File: src/core/hbp_pkg.sv
package hbp_pkg;

  // ==========================================================
  // Bus geometry
  localparam int unsigned LANES      = 4;
  localparam int unsigned DATA_W     = 32;
  localparam int unsigned ADDR_W     = 32;
  localparam int unsigned LEN_W      = 16;
  localparam int unsigned SREG_W     = 8;

  // ==========================================================
  // Reset and phase alignment
  localparam int unsigned RESET_MIN_EDGES  = 5;
  localparam int unsigned PHASE_START_EDGE = 3;
  localparam logic [1:0]  PHASE_CNT_LAST   = 2'(PHASE_START_EDGE - 1);

  // ==========================================================
  // Fixed slave wait states, counted in data_state repeats
  localparam logic [1:0]  SLAVE_WAIT_STATES = 2'h2;

  // ==========================================================
  // Reset values
  localparam logic [3:0]  BE_NONE_N = 4'hf;

  // ==========================================================
  // Bus state machine, one-hot
  typedef enum logic [5:0] {
    ST_IDLE  = 6'h01,
    ST_REQ   = 6'h02,
    ST_ADDR  = 6'h04,
    ST_DATA  = 6'h08,
    ST_SWAIT = 6'h10,
    ST_SDONE = 6'h20
  } hbp_state_t;

endpackage

File: src/core/hbp_port.sv
`timescale 1ns/1ps

// Overview of operation
// - Request bus, drive nothing until hold_grant seen true.
// - Cycle is address_state then data_state, repeated while ready false.
// - Master outputs hold through data_state, change entering address_state.
// - Slave adds fixed wait states; master adds none itself.
// - Slave write data latched on edge that raises ready output.
// - Master stays in data_state until slave_ready_input seen true.
// - Slave drives ready output and also samples slave_ready_input.
// - Ready output is registered on the device clock, no outside sync.
// - Double-rate clock divided by two sequences the bus machine.
// - Phase one of address_state begins on third edge after reset.
// - Long-word addresses with four active-low byte lane enables.
// - Data on disabled byte lanes is ignored in both roles.
// - Script fetches long-word aligned; data buffers any alignment.
// - Misaligned: head 3/2/1 bytes, then words, tail 4/3/2/1 bytes.
module hbp_port (
  // Clock and reset
  input  wire logic                        core_clk_in,
  input  wire logic                        reset_n_in,
  // Arbitration
  output logic                             bus_request_out,
  input  wire logic                        hold_grant_in,
  input  wire logic                        downstream_hold_request_in,
  output logic                             downstream_hold_grant_out,
  // Master bus outputs
  output logic [hbp_pkg::ADDR_W-1:2]       bus_addr_out,
  output logic [hbp_pkg::LANES-1:0]        byte_lane_enables_n_out,
  output logic                             bus_write_out,
  output logic                             addr_strobe_n_out,
  output logic                             bus_ctl_oe_out,
  // Data pins
  input  wire logic [hbp_pkg::DATA_W-1:0]  bus_data_in,
  output logic [hbp_pkg::DATA_W-1:0]       bus_data_out,
  output logic                             bus_data_oe_out,
  // Ready
  input  wire logic                        slave_ready_input_in,
  output logic                             ready_output_to_host_out,
  // Slave access from host
  input  wire logic                        slave_sel_n_in,
  input  wire logic                        slave_write_in,
  input  wire logic [hbp_pkg::SREG_W-1:2]  slave_addr_in,
  input  wire logic [hbp_pkg::LANES-1:0]   slave_be_n_in,
  // Core register port
  output logic [hbp_pkg::SREG_W-1:2]       reg_addr_out,
  output logic [hbp_pkg::DATA_W-1:0]       reg_wdata_out,
  output logic [hbp_pkg::LANES-1:0]        reg_be_out,
  output logic                             reg_we_out,
  input  wire logic [hbp_pkg::DATA_W-1:0]  reg_rdata_in,
  // Core transfer request
  input  wire logic                        xfer_start_in,
  input  wire logic                        xfer_write_in,
  input  wire logic                        xfer_script_in,
  input  wire logic [hbp_pkg::ADDR_W-1:0]  xfer_addr_in,
  input  wire logic [hbp_pkg::LEN_W-1:0]   xfer_len_in,
  input  wire logic [hbp_pkg::DATA_W-1:0]  xfer_wdata_in,
  output logic                             xfer_busy_out,
  output logic                             xfer_error_out,
  output logic                             xfer_wdata_take_out,
  output logic [hbp_pkg::DATA_W-1:0]       xfer_rdata_out,
  output logic [hbp_pkg::LANES-1:0]        xfer_rbe_out,
  output logic                             xfer_rvalid_out,
  output logic                             xfer_done_out
);

  hbp_pkg::hbp_state_t             state_q;
  logic                            phase_one;
  logic                            advance;
  logic [hbp_pkg::ADDR_W-1:0]      addr_q;
  logic [hbp_pkg::LEN_W-1:0]       remain_q;
  logic [1:0]                      wait_q;
  logic [2:0]                      beat_n;
  logic [hbp_pkg::LANES-1:0]       beat_be;

  // Lane mask for a beat starting at byte offset off and moving n bytes
  function automatic logic [3:0] lane_mask(input logic [1:0] off, input logic [2:0] n);
    logic [3:0] m;
    m = 4'h0;
    for (int i = 0; i < 4; i++)
      if ((3'(i) >= {1'b0, off}) && (3'(i) < ({1'b0, off} + n)))
        m[i] = 1'b1;
    return m;
  endfunction

  // Data with disabled lanes forced to zero
  function automatic logic [31:0] lane_gate(input logic [31:0] d, input logic [3:0] en);
    logic [31:0] r;
    r = 32'h0;
    for (int i = 0; i < 4; i++)
      if (en[i])
        r[8*i +: 8] = d[8*i +: 8];
    return r;
  endfunction

  // ==========================================================
  // Half-rate phase sequencing
  // bus machine steps only at phase boundaries
  hbp_phase_gen u_phase (
    .core_clk_in   (core_clk_in),
    .reset_n_in    (reset_n_in),
    .phase_one_out (phase_one),
    .advance_out   (advance)
  );

  // ==========================================================
  // Beat sizing
  // head bytes reach the boundary, then full words, short tail
  always_comb
  begin
    beat_n = 3'h4 - {1'b0, addr_q[1:0]};
    if ({13'h0, beat_n} > remain_q)
      beat_n = remain_q[2:0];
    beat_be = lane_mask(addr_q[1:0], beat_n);
  end

  // ==========================================================
  // Bus state machine
  always_ff @(posedge core_clk_in)
  begin
    if (!reset_n_in)
      state_q <= hbp_pkg::ST_IDLE;
    else if (advance)
    begin
      unique case (state_q)
        hbp_pkg::ST_IDLE:
          if (!slave_sel_n_in && !bus_request_out)
            state_q <= hbp_pkg::ST_SWAIT;
          else if (xfer_busy_out && !xfer_error_out)
            state_q <= hbp_pkg::ST_REQ;
        hbp_pkg::ST_REQ:
          if (hold_grant_in)
            state_q <= hbp_pkg::ST_ADDR;
        hbp_pkg::ST_ADDR:
          state_q <= hbp_pkg::ST_DATA;
        // wait without limit for the slave
        hbp_pkg::ST_DATA:
          if (slave_ready_input_in)
            state_q <= ({3'h0, remain_q} == {3'h0, beat_n} + 19'h0) ? hbp_pkg::ST_IDLE
                                                                   : hbp_pkg::ST_ADDR;
        hbp_pkg::ST_SWAIT:
          if (wait_q == hbp_pkg::SLAVE_WAIT_STATES)
            state_q <= hbp_pkg::ST_SDONE;
        // slave cycle ends on the ready the host itself sees
        hbp_pkg::ST_SDONE:
          if (slave_ready_input_in)
            state_q <= hbp_pkg::ST_IDLE;
      endcase
    end
  end

  // ==========================================================
  // Slave wait counter
  always_ff @(posedge core_clk_in)
  begin
    if (!reset_n_in)
      wait_q <= 2'h0;
    else if (advance)
      wait_q <= (state_q == hbp_pkg::ST_SWAIT) ? wait_q + 2'h1 : 2'h0;
  end

  // ==========================================================
  // Transfer bookkeeping
  always_ff @(posedge core_clk_in)
  begin
    if (!reset_n_in)
    begin
      addr_q         <= '0;
      remain_q       <= '0;
      xfer_busy_out  <= 1'b0;
      xfer_error_out <= 1'b0;
      xfer_done_out  <= 1'b0;
    end
    else
    begin
      xfer_done_out <= 1'b0;
      if (xfer_start_in && !xfer_busy_out)
      begin
        addr_q         <= xfer_addr_in;
        remain_q       <= xfer_len_in;
        xfer_busy_out  <= 1'b1;
        // unaligned script fetch or empty transfer refused
        xfer_error_out <= (xfer_script_in && (xfer_addr_in[1:0] != 2'h0))
                          || (xfer_len_in == '0);
      end
      else if (xfer_error_out)
      begin
        xfer_busy_out  <= 1'b0;
        xfer_error_out <= 1'b0;
        xfer_done_out  <= 1'b1;
      end
      else if (advance && (state_q == hbp_pkg::ST_DATA) && slave_ready_input_in)
      begin
        addr_q   <= addr_q + {29'h0, beat_n};
        remain_q <= remain_q - {13'h0, beat_n};
        if (remain_q == {13'h0, beat_n})
        begin
          xfer_busy_out <= 1'b0;
          xfer_done_out <= 1'b1;
        end
      end
    end
  end

  // ==========================================================
  // Arbitration
  // request held across the tenure, dropped at burst end
  always_ff @(posedge core_clk_in)
  begin
    if (!reset_n_in)
    begin
      bus_request_out           <= 1'b0;
      downstream_hold_grant_out <= 1'b0;
    end
    else
    begin
      if (advance && (state_q == hbp_pkg::ST_IDLE) && xfer_busy_out && !xfer_error_out
          && slave_sel_n_in)
        bus_request_out <= 1'b1;
      else if (xfer_done_out || !xfer_busy_out)
        bus_request_out <= 1'b0;
      // Lower chain members only see a grant we are not using
      downstream_hold_grant_out <= hold_grant_in && !xfer_busy_out
                                   && downstream_hold_request_in;
    end
  end

  // ==========================================================
  // Master outputs
  // address, lanes, direction loaded entering address_state; strobe lifts entering data_state
  // long-word address plus active-low lane enables
  always_ff @(posedge core_clk_in)
  begin
    if (!reset_n_in)
    begin
      bus_addr_out            <= '0;
      byte_lane_enables_n_out <= hbp_pkg::BE_NONE_N;
      bus_write_out           <= 1'b0;
      addr_strobe_n_out       <= 1'b1;
      bus_ctl_oe_out          <= 1'b0;
      xfer_wdata_take_out     <= 1'b0;
    end
    else
    begin
      xfer_wdata_take_out <= 1'b0;
      if (advance && hold_grant_in && ((state_q == hbp_pkg::ST_REQ)
          || ((state_q == hbp_pkg::ST_DATA) && slave_ready_input_in
              && (remain_q != {13'h0, beat_n}))))
      begin
        bus_addr_out            <= (state_q == hbp_pkg::ST_REQ) ? addr_q[31:2]
                                   : 30'(addr_q[31:2] + 30'h1);
        byte_lane_enables_n_out <= (state_q == hbp_pkg::ST_REQ) ? ~beat_be
                                   : ~lane_mask(2'h0, (remain_q - {13'h0, beat_n} > 16'h4)
                                                ? 3'h4 : 3'(remain_q - {13'h0, beat_n}));
        bus_write_out           <= xfer_write_in;
        addr_strobe_n_out       <= 1'b0;
        bus_ctl_oe_out          <= 1'b1;
        xfer_wdata_take_out     <= xfer_write_in;
      end
      else if (advance && (state_q == hbp_pkg::ST_ADDR))
        addr_strobe_n_out <= 1'b1;
      else if (advance && (state_q == hbp_pkg::ST_DATA) && slave_ready_input_in)
      begin
        byte_lane_enables_n_out <= hbp_pkg::BE_NONE_N;
        addr_strobe_n_out       <= 1'b1;
        bus_ctl_oe_out          <= 1'b0;
      end
    end
  end

  // ==========================================================
  // Data path and ready
  always_ff @(posedge core_clk_in)
  begin
    if (!reset_n_in)
    begin
      bus_data_out             <= '0;
      bus_data_oe_out          <= 1'b0;
      ready_output_to_host_out <= 1'b0;
      reg_addr_out             <= '0;
      reg_wdata_out            <= '0;
      reg_be_out               <= '0;
      reg_we_out               <= 1'b0;
      xfer_rdata_out           <= '0;
      xfer_rbe_out             <= '0;
      xfer_rvalid_out          <= 1'b0;
    end
    else
    begin
      reg_we_out      <= 1'b0;
      xfer_rvalid_out <= 1'b0;
      if (xfer_wdata_take_out)
      begin
        bus_data_out    <= lane_gate(xfer_wdata_in, ~byte_lane_enables_n_out);
        bus_data_oe_out <= 1'b1;
      end
      // master read keeps only enabled lanes
      if (advance && (state_q == hbp_pkg::ST_DATA) && slave_ready_input_in)
      begin
        bus_data_oe_out <= 1'b0;
        if (!bus_write_out)
        begin
          xfer_rdata_out  <= lane_gate(bus_data_in, ~byte_lane_enables_n_out);
          xfer_rbe_out    <= ~byte_lane_enables_n_out;
          xfer_rvalid_out <= 1'b1;
        end
      end
      // ready output comes from a flop on the device clock
      // slave write latched on the edge that raises ready
      if (advance && (state_q == hbp_pkg::ST_SWAIT)
          && (wait_q == hbp_pkg::SLAVE_WAIT_STATES))
      begin
        ready_output_to_host_out <= 1'b1;
        reg_addr_out             <= slave_addr_in;
        reg_be_out               <= ~slave_be_n_in;
        reg_wdata_out            <= lane_gate(bus_data_in, ~slave_be_n_in);
        reg_we_out               <= slave_write_in;
        bus_data_out             <= lane_gate(reg_rdata_in, ~slave_be_n_in);
        bus_data_oe_out          <= !slave_write_in;
      end
      else if (advance && (state_q == hbp_pkg::ST_SDONE) && slave_ready_input_in)
      begin
        ready_output_to_host_out <= 1'b0;
        bus_data_oe_out          <= 1'b0;
      end
    end
  end
endmodule // hbp_port

File: src/core/hbp_phase_gen.sv
`timescale 1ns/1ps

// Divides the double-rate clock into two phases, aligned from reset
module hbp_phase_gen (
  // Clock and reset
  input  wire logic core_clk_in,
  input  wire logic reset_n_in,
  // Phase outputs
  output logic      phase_one_out,
  output logic      advance_out
);

  logic [1:0] cnt_q;
  logic       started_q;

  // ==========================================================
  // Alignment counter
  always_ff @(posedge core_clk_in)
  begin
    if (!reset_n_in)
    begin
      cnt_q     <= 2'h0;
      started_q <= 1'b0;
    end
    else if (!started_q)
    begin
      cnt_q     <= cnt_q + 2'h1;
      started_q <= (cnt_q == hbp_pkg::PHASE_CNT_LAST);
    end
  end

  // ==========================================================
  // Phase flop
  // third edge starts phase one
  always_ff @(posedge core_clk_in)
  begin
    if (!reset_n_in)
      phase_one_out <= 1'b0;
    else if (started_q)
      phase_one_out <= ~phase_one_out;
    else
      phase_one_out <= (cnt_q == hbp_pkg::PHASE_CNT_LAST);
  end

  // True in the cycle whose closing edge opens a new phase one
  assign advance_out = started_q ? ~phase_one_out : (cnt_q == hbp_pkg::PHASE_CNT_LAST);

endmodule // hbp_phase_gen

File: config.mk
export PLATFORM = sky130hd
export DESIGN_NAME = hbp_port
export DESIGN_NICKNAME = d
export VERILOG_FILES = /design/src/core/hbp_pkg.sv /design/src/core/hbp_port.sv /design/src/core/hbp_phase_gen.sv
export SDC_FILE = /design/constraint.sdc
export NUM_CORES = 1
export LEC_CHECK = 0
export BUFFER_PORTS_ARGS = -buffer_cell sky130_fd_sc_hd__buf_2
export CORE_MARGIN = 5
export CORE_UTILIZATION = 24
export DETAILED_ROUTE_END_ITERATION = 10
export HOLD_SLACK_MARGIN = 0.06
export PLACE_DENSITY = 0.44
export SLEW_MARGIN = 20
export SYNTH_ARGS = -nofsm -noshare
export SYNTH_HDL_FRONTEND = slang
export SYNTH_SLANG_ARGS = --single-unit
File: constraint.sdc
create_clock -name core_clk_in -period 5.5 [get_ports core_clk_in]
set_input_delay 0 -clock core_clk_in [delete_from_list [all_inputs] [get_ports core_clk_in]]
set_output_delay 0 -clock core_clk_in [all_outputs]
set_load 0.005 [all_outputs]
==> results.md <==
- Synth unique cells: 67
- Initial antenna violation count: 0
- CP Capture Type: flip-flop
- Part of the Yosys area used for sequential elements: 40.8%
- Arr. time, crit path: 5.12 ns
- Proportion of layout cells with a drive suffix above 1: 22.1%
- Die ar.: 48,600 sq um
- Worst Skew: 0.0348 ns
- Chip height: 221 um
- Mean Syn Cell Area: 8.03 sq um
- Routed wire per std cell: 16.8 um
- Largest net degree at the start of global routing: 95
- Vias: 11,300
- LEAKAGE: 6.16 nW
- Post-route ant nets: 0
- Buffers on Ports: 320
- Fin. Hold Viols: 0
- Crit-path max FO: 6
- Most frequent cell after synthesis: dfxtp_1
- Crit-path cells: inv_1, ha_1, ha_1, nand3b_1, a2111oi_4, o21ai_0, ha_1, fa_1, nand2b_1, and2_1, nand3_1, mux2_2, nor4_1, o21ai_0, a21oi_1
- CP max-delay cell: nor4_1
- Post-DP HPWL: 27.6 mm
- Netlist Area Pre-Place: 10,600 sq um
- Vias per inst: 4.65
- CP required: 6.00 ns
- Yosys top cell area share: 40.8%
- Final WL: 40.8 mm
- Slew Limit Fails: 0
- Die W: 221 um
- N_diodes: 0
- Clock transition at the registers of the reported paths: 0.06 ns
- Setup ws final: 0.874 ns
- Status: finished, final reports clean
- CP Launch Type: flip-flop
- Setup WS pre-CTS: 0.924 ns
- Leading area contributor after synthesis: dfxtp_1
- Synthesized instance count: 1,325
- Ys Warns: 0
- Setup Fix Bufs, Post-CTS: 0
- Root Buffer: clkbuf_16
- Peak Freq: 216 MHz
- CTS Sinks: 217
- Commonest cells in the synthesized netlist: 217 x dfxtp_1, 164 x a21oi_1, 141 x nand2_1, 125 x nor2_1, 99 x nand3b_1
- Top cells by area, synth: dfxtp_1 41%, a21oi_1 7.7%, nand3b_1 7.0%
- Final worst path period need: 4.63 ns
- DRT iter0 DRCs: 854
- Post-CTS sizing: 0
- CTS Buf Count: 29
- Vias in the first global route: 11,100
- CP dominant cell by count: ha_1
- Setup TNS: 0 ns
- Standard-cell rows: 77
- CP peak stage delay: 0.60 ns
- Tcrit/Tclk final: 84.1%
- Max IR drop VDD: 0.000213 V
- Htree depth: 1
- Main flop type after synthesis: dfxtp_1
- Number of nets in the layout: 1,994
- Power Density: 260 nW/um^2
- Area Growth Syn to Fin: 49.3%
- Async SR Flop Fraction: 0%
- Seq cells post-synth: 217
- RePlAce Congestion: 0.813
- CTS tree: done
- Pre-antenna DRT Iters: 7
- Actual slew at the worst max-slew pin: 1.05 ns
- Total gr overflow: 0
- Drc violations: 0
- Total power draw: 0.00413 W
- Final setup fails: 0
- First-pass GRT wire length: 61.9 mm
- MaxCap Viol Count: 0
- Number of enable flip-flop cells after synthesis: 0
- Placeable Area: 44,000 sq um
- Longest Clk Path Bufs: 3
- Finished Core Util: 36.1%
- Fill cells: 4,643
- Kind of critical path: reg2reg
- All-Layer GR Usage: 15.7%
- Post-synth net total: 1,506
- Io pins: 321
- Max-Slew Margin vs Limit: 30.0%
- Clock Latency Late Sink: 0.56 ns
- Unrepaired setup endpoints after global routing: no
- Initial Utilization: 24.2%
- Class of the worst hold path: in2reg
[worst paths after layout]
kind / end / from / cells after the start / slack [ns]
worst max-delay path: byte_lane_enables_n_out[2] / addr_q[0] / 15 / 0.87
worst min-delay path: reg_addr_out[5] / slave_addr_in[5] / 4 / 0.24
worst min register to register: reg_wdata_out[16] / reg_wdata_out[16] / 2 / 0.45
worst max register to register: byte_lane_enables_n_out[2] / addr_q[0] / 15 / 0.87
[flip-flops by register name, indices dropped and copies added, names as in the netlist, 6 cells and up]
signal	flops
bus_addr_out	30
reg_addr_out	6
addr_q	32
reg_wdata_out	32
remain_q	16
state_q	6
bus_data_out	32
xfer_rdata_out	32
[metrics by stage]
step                      instance area (sq um)  instances  hold WS [ns]
final                                     15900       2426         0.241
after CTS                                 15900       2426         0.197
after floorplan                           10600       1325         0.122
after global placement                    12700       2149         0.247
after global routing                      15900       2426         0.248
after detailed placement                  12700       2149         0.251
[logic make-up (layout without fill, tap and decap cells)]
family,count (synthesis),count (layout),share of synthesized area [%]
AO/OA/AOI/OAI,331,331,17.8
XOR/XNOR,70,70,5.76
adder cells (fa/ha/maj),17,17,2.14
buffers and inverters,154,663,5.72
flip-flops,217,217,40.8
multiplexers,6,6,0.600
AND/OR/NAND/NOR,530,530,27.1
[worst max-delay path: cells and delay by family, from the launching register on]
family / cells / cell delay [ns]
mux: 1 / 0.35
fa+ha+maj: 4 / 1.35
compound gates: 4 / 1.05
flops: 1 / 0.42
simple gates: 5 / 1.28
buf+inv: 1 / 0.11
[routing by layer]
layer  vias to the layer above  wire length [um]  global-route usage, %
met5                         -                 0                      0
met2                       317             19200                   27.0
met3                        61              2250                   2.42
li1                       5596                 -                      -
met1                      5300             18100                   20.6
met4                         0              1180                   4.67
[where the power goes]
group          switching (W)  internal (W)  total (W)
clock               0.000744       0.00111    0.00186
combinational       0.000299      0.000271   0.000570
sequential         0.0000805       0.00163    0.00171
total                0.00112       0.00301    0.00413
[final cells by class]
class | instances | area (sq um) | area share, %
Clock inverter | 8 | 85.1 | 0.536
Timing Repair Buffer | 559 | 3960 | 24.9
Multi-Input combinational cell | 954 | 5690 | 35.9
Sequential cell | 217 | 4350 | 27.4
Tap cell | 592 | 741 | 4.67
Clock buffer | 44 | 852 | 5.37
Inverter | 52 | 198 | 1.25
[repair_timing]
item	CTS	global route
endpoints found under the hold margin	184	0
hold buffers	225	0
setup endpoints to repair	0	0
[cell usage in the layout (no fill, tap or decap), drive strengths merged, types with 7 or more instances in the layout]
| master | count |
|---|---|
| and2 | 7 |
| inv | 53 |
| nand3 | 28 |
| buf | 334 |
| o21ai | 92 |
| nor2 | 126 |
| a21oi | 165 |
| nor4 | 17 |
| nor3 | 16 |
| nor3b | 34 |
| nand2 | 141 |
| or3 | 7 |
| ha | 15 |
| nand4 | 10 |
| nand3b | 99 |
| xnor2 | 31 |
| dlygate4sd3 | 225 |
| a211oi | 31 |
| xor2 | 39 |
| clkbuf | 44 |
| and3 | 16 |
| o211ai | 7 |
| dfxtp | 217 |
No activity file was read; power rests on OpenSTA's default activity.
